File: config.mk
export PLATFORM = sky130hd
export DESIGN_NAME = sadc_core
export DESIGN_NICKNAME = d
export VERILOG_FILES = /design/src/sadc_core.v /design/src/sadc_sync.v
export VERILOG_INCLUDE_DIRS = /design/src
export SDC_FILE = /design/constraint.sdc
export NUM_CORES = 1
export LEC_CHECK = 0
export BUFFER_PORTS_ARGS = -buffer_cell sky130_fd_sc_hd__buf_2
export CAP_MARGIN = 10
export CORE_ASPECT_RATIO = 0.9
export CORE_MARGIN = 8
export CORE_UTILIZATION = 41
export CTS_CLUSTER_DIAMETER = 50
export CTS_CLUSTER_SIZE = 16
export DETAILED_ROUTE_END_ITERATION = 16
export GPL_ROUTABILITY_DRIVEN = 0
export PLACE_DENSITY = 0.73
export RECOVER_POWER = 50
export SYNTH_ARGS = -nofsm -noshare
export SYNTH_HDL_FRONTEND = slang
export SYNTH_SLANG_ARGS = --single-unit
File: constraint.sdc
create_clock -name core_clk -period 5 [get_ports core_clk]
set_input_delay 0.25 -clock core_clk [delete_from_list [all_inputs] [get_ports core_clk]]
set_output_delay 0.25 -clock core_clk [all_outputs]
set_load 0.005 [all_outputs]
File: src/sadc_consts.vh
// Constants for the serial converter control block.
// Assumes inclusion by bare name from the core and the bench.
`ifndef SADC_CONSTS_VH
`define SADC_CONSTS_VH

// ****************************************************
// Register byte offsets on the bus
// ****************************************************
`define SADC_CH0_OFS 8'h00
`define SADC_CH1_OFS 8'h04
`define SADC_CH2_OFS 8'h08
`define SADC_CH3_OFS 8'h0C
`define SADC_STAT_OFS 8'h10

// ****************************************************
// Status field positions
// ****************************************************
`define SADC_STAT_RES_LSB 0
`define SADC_STAT_CFG_LSB 8
`define SADC_STAT_BUSY_BIT 16
`define SADC_STAT_SEL_BIT 17
`define SADC_STAT_DONE_BIT 18

// ****************************************************
// Widths and reset values
// ****************************************************
`define SADC_RES_BITS 8
`define SADC_MUX_BITS 4
`define SADC_CH_RST 8'h00
`define SADC_CFG_RST 4'h0
`define SADC_CNT_RST 4'h0

// ****************************************************
// Serial sequence counts
// ****************************************************
`define SADC_MUX_LAST 4'h3
`define SADC_MSB_IDX 4'h7
`define SADC_LSB_START 4'h1

`endif

File: src/sadc_core.v
// Serial control and data interface of an 8-bit converter with a
// four-channel input multiplexer, plus a Wishbone register slave.
// Assumes the serial pins are asynchronous and much slower than
// core_clk; channel levels are supplied as codes over the bus.
//
// Decided for this implementation: the register addresses and the Wishbone interface to the registers.
`include "sadc_consts.vh"
`timescale 1ns/1ps
`default_nettype none

module sadc_core (
	input wire core_clk,
	input wire arst_n,
	input wire wb_cyc,
	input wire wb_stb,
	input wire wb_we,
	input wire [7:0] wb_adr,
	input wire [31:0] wb_dat_w,
	input wire [3:0] wb_sel,
	output reg [31:0] wb_dat_r,
	output reg wb_ack,
	input wire cs_n,
	input wire sclk,
	input wire serial_in,
	output reg sdo_out,
	output reg sdo_oe,
	output reg conv_in_progress,
	output reg conv_in_progress_oe
);

	// ****************************************************
	// States, one-hot
	// ****************************************************
	localparam [5:0] S_WAIT = 6'h01; // Looking for start bit
	localparam [5:0] S_ADDR = 6'h02; // Shifting config word
	localparam [5:0] S_GAP = 6'h04; // Waiting for settle edge
	localparam [5:0] S_CONV = 6'h08; // MSB-first decisions
	localparam [5:0] S_LSB = 6'h10; // LSB-first replay
	localparam [5:0] S_LOW = 6'h20; // Output parked low

	// ****************************************************
	// Pin synchronisation and edge detection
	// ****************************************************
	wire [2:0] pin_sync; // {cs_n, sclk, serial_in}
	reg sclk_d_ff; // Previous synced clock level
	wire cs_idle; // Select high, sequence held clear
	wire sclk_rise; // One-cycle pulse on rising edge
	wire sclk_fall; // One-cycle pulse on falling edge

	sadc_sync #(
		.WIDTH(3),
		.RST_VAL(3'h4)
	) u_sync (
		.core_clk(core_clk),
		.arst_n(arst_n),
		.async_in({cs_n, sclk, serial_in}),
		.sync_out(pin_sync)
	);

	assign cs_idle = pin_sync[2];
	assign sclk_rise = pin_sync[1] & ~sclk_d_ff;
	assign sclk_fall = ~pin_sync[1] & sclk_d_ff;

	// ****************************************************
	// Registers
	// ****************************************************
	reg [7:0] ch_ff [0:3]; // Channel level codes
	reg [5:0] state_ff, nxt_state; // Sequence state
	reg [3:0] cfg_ff, nxt_cfg; // Config word
	reg [3:0] cnt_ff, nxt_cnt; // Bit counter
	reg [7:0] sar_ff, nxt_sar; // Approximation result
	reg [7:0] diff_ff, nxt_diff; // Held input difference
	reg nxt_sdo, nxt_sdo_oe, nxt_busy;
	reg [7:0] last_res_ff; // Last finished result
	reg [3:0] last_cfg_ff; // Config of that result
	reg done_ff; // A result has been delivered
	wire [7:0] live_diff; // Difference from current config
	wire dec; // Comparator decision at this bit

	// ****************************************************
	// Helper functions
	// ****************************************************
	// Mask with one bit set at the given index
	function [7:0] bit_mask;
		input [3:0] idx;
		begin
			bit_mask = 8'h01 << idx[2:0];
		end
	endfunction

	// ****************************************************
	// Multiplexer decode and difference
	// ****************************************************
	// Config is {mode, sign, high select, low select}
	// Positive input is {high select, sign}; low select unused
	wire [1:0] plus_idx; // Assigned positive input
	wire [1:0] minus_idx; // Assigned negative input
	wire [7:0] v_plus, v_minus;

	assign plus_idx = {cfg_ff[1], cfg_ff[2]};
	assign minus_idx = {cfg_ff[1], ~cfg_ff[2]};
	assign v_plus = ch_ff[plus_idx];
	// Single-ended mode references the common return at ground
	assign v_minus = cfg_ff[3] ? 8'h00 : ch_ff[minus_idx];
	// Codes are already scaled so that 255 is full scale
	assign live_diff = (v_plus >= v_minus) ?
		(v_plus - v_minus) : 8'h00;

	// Decision: difference at or above the trial level
	assign dec = diff_ff >= (sar_ff | bit_mask(cnt_ff));

	// ****************************************************
	// Sequence next-state logic
	// ****************************************************
	always @*
	begin
		nxt_state = state_ff;
		nxt_cfg = cfg_ff;
		nxt_cnt = cnt_ff;
		nxt_sar = sar_ff;
		nxt_diff = diff_ff;
		nxt_sdo = sdo_out;
		nxt_sdo_oe = sdo_oe;
		nxt_busy = conv_in_progress;
		if (cs_idle)
		begin
			// Everything cleared while select is high
			nxt_state = S_WAIT;
			nxt_cfg = `SADC_CFG_RST;
			nxt_cnt = `SADC_CNT_RST;
			nxt_sar = 8'h00;
			nxt_diff = 8'h00;
			nxt_sdo = 1'b0;
			nxt_sdo_oe = 1'b0;
			nxt_busy = 1'b0;
		end
		else
		begin
			case (state_ff)
				S_WAIT:
				begin
					// Zeros ignored; a one is the start bit
					if (sclk_rise && pin_sync[0])
					begin
						nxt_state = S_ADDR;
						nxt_cnt = `SADC_CNT_RST;
					end
				end
				S_ADDR:
				begin
					// Output still floats while bits come in
					if (sclk_rise)
					begin
						nxt_cfg = {cfg_ff[2:0], pin_sync[0]};
						nxt_cnt = cnt_ff + 4'h1;
						if (cnt_ff == `SADC_MUX_LAST)
							nxt_state = S_GAP;
					end
				end
				S_GAP:
				begin
					// Settle half period ends at the falling edge;
					// input is no longer looked at from here on
					if (sclk_fall)
					begin
						nxt_busy = 1'b1;
						nxt_sdo_oe = 1'b1;
						nxt_sdo = 1'b0;
						nxt_diff = live_diff;
						nxt_sar = 8'h00;
						nxt_cnt = `SADC_MSB_IDX;
						nxt_state = S_CONV;
					end
				end
				S_CONV:
				begin
					// One decision per falling edge, MSB first
					if (sclk_fall)
					begin
						nxt_sdo = dec;
						nxt_sar = sar_ff | (dec ? bit_mask(cnt_ff) :
							8'h00);
						if (cnt_ff == `SADC_CNT_RST)
						begin
							nxt_cnt = `SADC_LSB_START;
							nxt_state = S_LSB;
						end
						else
							nxt_cnt = cnt_ff - 4'h1;
					end
				end
				S_LSB:
				begin
					// Bit 0 is shared, so replay starts at bit 1;
					// busy drops one period after the last decision
					if (sclk_fall)
					begin
						nxt_busy = 1'b0;
						nxt_sdo = sar_ff[cnt_ff[2:0]];
						if (cnt_ff == `SADC_MSB_IDX)
							nxt_state = S_LOW;
						else
							nxt_cnt = cnt_ff + 4'h1;
					end
				end
				S_LOW: // Parked low until select returns high
					if (sclk_fall)
						nxt_sdo = 1'b0;
				default: // Lost state code falls back to idle
					nxt_state = S_WAIT;
			endcase
		end
	end

	// ****************************************************
	// Sequence registers
	// ****************************************************
	always @(posedge core_clk or negedge arst_n)
	begin
		if (!arst_n)
		begin
			sclk_d_ff <= 1'b0;
			state_ff <= S_WAIT;
			cfg_ff <= `SADC_CFG_RST;
			cnt_ff <= `SADC_CNT_RST;
			sar_ff <= 8'h00;
			diff_ff <= 8'h00;
			sdo_out <= 1'b0;
			sdo_oe <= 1'b0;
			conv_in_progress <= 1'b0;
			conv_in_progress_oe <= 1'b0;
		end
		else
		begin
			sclk_d_ff <= pin_sync[1];
			state_ff <= nxt_state;
			cfg_ff <= nxt_cfg;
			cnt_ff <= nxt_cnt;
			sar_ff <= nxt_sar;
			diff_ff <= nxt_diff;
			sdo_out <= nxt_sdo;
			sdo_oe <= nxt_sdo_oe;
			conv_in_progress <= nxt_busy;
			// Busy pin floats whenever select is high
			conv_in_progress_oe <= ~cs_idle;
		end
	end

	// ****************************************************
	// Result capture for software
	// ****************************************************
	// Kept across select high so software can read it later
	always @(posedge core_clk or negedge arst_n)
	begin
		if (!arst_n)
		begin
			last_res_ff <= 8'h00;
			last_cfg_ff <= `SADC_CFG_RST;
			done_ff <= 1'b0;
		end
		else if (!cs_idle && state_ff == S_CONV && sclk_fall &&
			cnt_ff == `SADC_CNT_RST)
		begin
			last_res_ff <= nxt_sar;
			last_cfg_ff <= cfg_ff;
			done_ff <= 1'b1;
		end
		else if (!cs_idle && state_ff == S_GAP && sclk_fall)
			done_ff <= 1'b0;
	end

	// ****************************************************
	// Wishbone slave
	// ****************************************************
	// Answers every access one cycle after the strobe; an
	// unmapped read returns zero and an unmapped write is lost.
	wire wb_req; // New access this cycle
	wire [31:0] stat_word; // Status register contents
	integer i;

	assign wb_req = wb_cyc & wb_stb & ~wb_ack;
	assign stat_word = {13'h0000, done_ff, ~cs_idle,
		conv_in_progress, 4'h0, last_cfg_ff, last_res_ff};

	always @(posedge core_clk or negedge arst_n)
	begin
		if (!arst_n)
		begin
			wb_ack <= 1'b0;
			wb_dat_r <= 32'h00000000;
			for (i = 0; i < 4; i = i + 1)
				ch_ff[i] <= `SADC_CH_RST;
		end
		else
		begin
			wb_ack <= wb_req;
			wb_dat_r <= 32'h00000000;
			if (wb_req && wb_we)
			begin
				// Channel codes live in byte lane 0
				if (wb_sel[0] && wb_adr[7:4] == 4'h0 &&
					wb_adr[1:0] == 2'h0)
					ch_ff[wb_adr[3:2]] <= wb_dat_w[7:0];
			end
			else if (wb_req)
			begin
				if (wb_adr[7:4] == 4'h0 && wb_adr[1:0] == 2'h0)
					wb_dat_r <= {24'h000000, ch_ff[wb_adr[3:2]]};
				else if (wb_adr == `SADC_STAT_OFS)
					wb_dat_r <= stat_word;
			end
		end
	end

endmodule // sadc_core

`default_nettype wire

File: src/sadc_sync.v
// Two-stage level synchroniser for asynchronous pin inputs.
// Assumes inputs come from outside the core_clk domain.
`timescale 1ns/1ps
`default_nettype none

module sadc_sync #(
	parameter WIDTH = 1,
	parameter [WIDTH-1:0] RST_VAL = {WIDTH{1'b0}}
) (
	input wire core_clk,
	input wire arst_n,
	input wire [WIDTH-1:0] async_in,
	output wire [WIDTH-1:0] sync_out
);

	// First stage, read only by the second stage
	reg [WIDTH-1:0] meta_ff;
	// Second stage, safe for logic
	reg [WIDTH-1:0] sync_ff;

	// ****************************************************
	// Synchroniser chain
	// ****************************************************
	always @(posedge core_clk or negedge arst_n)
	begin
		if (!arst_n)
		begin
			meta_ff <= RST_VAL;
			sync_ff <= RST_VAL;
		end
		else
		begin
			meta_ff <= async_in;
			sync_ff <= meta_ff;
		end
	end

	assign sync_out = sync_ff;

endmodule // sadc_sync

`default_nettype wire

==> results.md <==
- Commonest register cell after synthesis: dfrtp_1
- Pwr dens: 294.0 mW/mm2
- Clock skew: roughly 0.0073 ns
- Switch share: 0.2829
- Cell Area, Placed: ~0.006 mm2
- Input/output buffers: 44
- Achievable frequency: roughly 0.27 GHz
- Ys async rst share: 1.000
- Worst EP required: between 5 and 6 ns
- I/O Pins: between 80 and 90
- Post-synthesis register bit count: around 100
- Critical path cell sequence: mux4_2, inv_1, ha_1, fa_1, nor2b_1, o21ai_0, a21boi_0, o311a_1, o41ai_2, o21ai_0
- Type of origin of the critical path: flip-flop
- Final net count: about 620
- Setup Viol. Count Final: 0
- DRC errors left: 0
- First-pass GRT wire length: around 21,000 um
- DR WL/cell: 17.32 um
- Synthesized cell area: 0.005762 mm2
- Commonest non-fill, non-tap cell in the layout: dfrtp_1
- Most frequent cells in the layout: dfrtp_1, nand2_1, nor2_1, mux2_2, mux4_2
- Vias per inst: 5.521
- Register area share after synthesis: 0.4436
- Status: complete, but fails checks
- Antenna diode count: 0
- Clock slew at reported path FFs: 0.07 ns
- CTS tree: done
- Root buffer cell: clkbuf_16
- GRT Resource Usage Total: 0.1483
- Core Area: approximately 0.014 mm2
- Critical Path Fanout Max: 21
- Area growth syn-to-layout: 10.58%
- Chip height: approximately 130 um
- First-pass DRT Iterations: 5
- Grt total ovfl: 0
- Routed vias: 4,119
- Critical-path top delay cell: dfrtp_1
- RSZ-0062 raised after global routing: false
- Skew-Pair Late Insertion Delay: 0.35 ns
- Post-CTS setup buffer count: 0
- Failing checks: max-capacitance violations, max-slew violations
- Hpwl dp: 9503 um
- Final Cell Area: between 0.006 and 0.007 mm2
- Sequential share of power: 0.472
- Worst ir drop on vdd: around 0.00025 V
- Initial Util: 0.4145
- Reg area: between 0.002 and 0.003 mm2
- Initial DRC Count: approximately 410
- P_int: between 1 and 1.5 mW
- Clk network pwr share: 0.394
- Tot Pwr: between 1.5 and 2 mW
- CTS HTree Levels: 3
- Vias in the first global route: 4,159
- Die ar.: 0.01811 mm2
- Clk sink count: just over 100
- Fillers: 1,272
- Hold Crit Class: in2reg
- Layout cell share with drive strength beyond 1: 0.2025
- EDFF count, synth: 0
- Switch Pwr: about 0.53 mW
- Syn_area_per_cell: about 11 um2
- CP Capture Type: flip-flop
- Setup_tns: 0 ns
- WL final: between 10,000 and 15,000 um
- Fin crit share: 0.7514
- Resized cells post-CTS: 0
- Num rows: 41
- Synthesis Warnings: 0
- Max-slew violations: 80
- CTS buffer count: 9
- Multi-input gate area: 0.002980 mm2
- Crit path time final: ~3.8 ns
- Largest net degree at the start of global routing: 80
- Netlist cell types: 68
- Max Cap Violations: 1
- Remaining antenna violation count after routing: 0
- Rel. slew slack: -0.2534
- Pleak: 2.914 nW
- Slew of the pin with the lowest slew margin: 1.880 ns
- Final Hold Vio Count: 0
- Comb power frac: 0.134
- Worst Path Arrival: between 3 and 4 ns
- Initial antenna violation count: 0
- Die width: approximately 140 um
- Maximum root-to-sink buffer count: 2
- WS Path Type: reg2reg
- Worst path most repeated cell: o21ai_0
- CP max stage delay: slightly below 1 ns
- Cells after Synth: 510
==> synthesized netlist by cell type, types with 8 or more instances <==
cell | instances | share of area
clkbuf_1 | 11 | 0.0072
a21oi_1 | 17 | 0.015
nand2_1 | 54 | 0.035
a22oi_1 | 8 | 0.010
buf_4 | 19 | 0.025
and2_1 | 9 | 0.0098
dfrtp_1 | 99 | 0.43
nor2b_1 | 11 | 0.012
nor2_1 | 36 | 0.023
inv_1 | 11 | 0.0072
nand2b_1 | 12 | 0.013
mux2_2 | 31 | 0.061
mux2i_1 | 8 | 0.014
nand3_1 | 8 | 0.0069
a22o_1 | 8 | 0.012
ha_1 | 23 | 0.050
o21ai_0 | 22 | 0.019
mux4_2 | 25 | 0.098
==> kinds of logic (layout without fill, tap and decap cells) <==
kind of cell	count (synthesis)	in the layout	synth area share
AND/OR/NAND/NOR	169	169	0.1561
flip-flops	102	102	0.4436
AO/OA/AOI/OAI	92	92	0.1118
multiplexers	65	65	0.1742
buffers and inverters	49	76	0.04799
adder cells (fa/ha/maj)	24	24	0.05342
XOR/XNOR	8	8	0.01216
other	1	17	0.0006508
==> through the flow <==
| step | instances | setup WS, ns | util | hold slack [ns] |
|---|---|---|---|---|
| 6_report | 746 | 1.243 | 0.4583 | 0.1343 |
| 5_1_grt | 746 | 0.9026 | 0.4583 | 0.1573 |
| 4_1_cts | 745 | 1.245 | 0.4604 | 0.001536 |
| 3_5_place_dp | 726 | 1.268 | 0.4358 | 0.1748 |
| 3_3_place_gp | 726 | 1.330 | 0.4358 | 0.1716 |
| 2_1_floorplan | 526 | 1.698 | - | -0.04559 |
==> registers in the layout, summed over array words and instances (netlist names) <==
| signal | count |
|---|---|
| diff_ff | 8 |
| wb_dat_r | 15 |
| sar_ff | 8 |
| state_ff | 6 |
| wb_ack | 1 |
| sclk_d_ff | 1 |
| sdo_oe | 1 |
| conv_in_progress_oe | 1 |
| last_res_ff | 8 |
| cfg_ff | 4 |
| cnt_ff | 4 |
| last_cfg_ff | 4 |
| u_sync.meta_ff | 3 |
| done_ff | 1 |
| sdo_out | 1 |
| conv_in_progress | 1 |
| ch_ff | 32 |
| u_sync.sync_out | 3 |
==> metal layers <==
layer	routed length (um)	global-route usage
met1	5530	0.1874
met2	6271	0.2463
met3	853	0.03702
met4	268	0.04798
met5	0	0
==> power by group through the flow <==
stage	clock [mW]	combinational [mW]	sequential (mW)
after floorplan	0	0.206	0.874
after global placement	0	0.239	0.898
after detailed placement	0	0.247	0.899
after CTS	0.752	0.250	0.883
after global routing	0.788	0.281	0.889
final	0.738	0.251	0.885
==> critical path: cells and delay by family (launching register included) <==
kind / cells / cell delay (ns)
DFF: 1 / 0.97
muxes: 1 / 0.59
AOI/OAI and AO/OA: 5 / 1.50
adders and majority gates: 2 / 0.42
buffers and inverters: 1 / 0.08
and+or+nand+nor: 1 / 0.06
==> final timing paths <==
kind / from / endpoint / slack [ns] / cells past startpoint
worst min register to register: u_sync.meta_ff[1] / u_sync.sync_out[1] / 0.35 / 0
min in group asynchronous: arst_n / cnt_ff[1] / 0.72 / 2
worst min-delay path: wb_stb / wb_ack / 0.13 / 3
worst max-delay path: cfg_ff[2] / diff_ff[2] / 1.24 / 10
worst max register to register: cfg_ff[2] / diff_ff[2] / 1.24 / 10
max in group asynchronous: arst_n / ch_ff[27] / 1.80 / 3
==> layout make-up <==
type	instances	area share
clock buffers	9	0.03535
clock inverters	7	0.01375
inverters	11	0.006481
multi-input cells	375	0.4678
flip-flops and latches	102	0.4012
well taps	193	0.03790
repair buffers	49	0.03751
==> what timing repair did <==
item,CTS,global route
hold buffers,3,1
setup endpoints to repair,0,0
endpoints found under the hold margin,22,1
(Power assumes the default switching activity.)
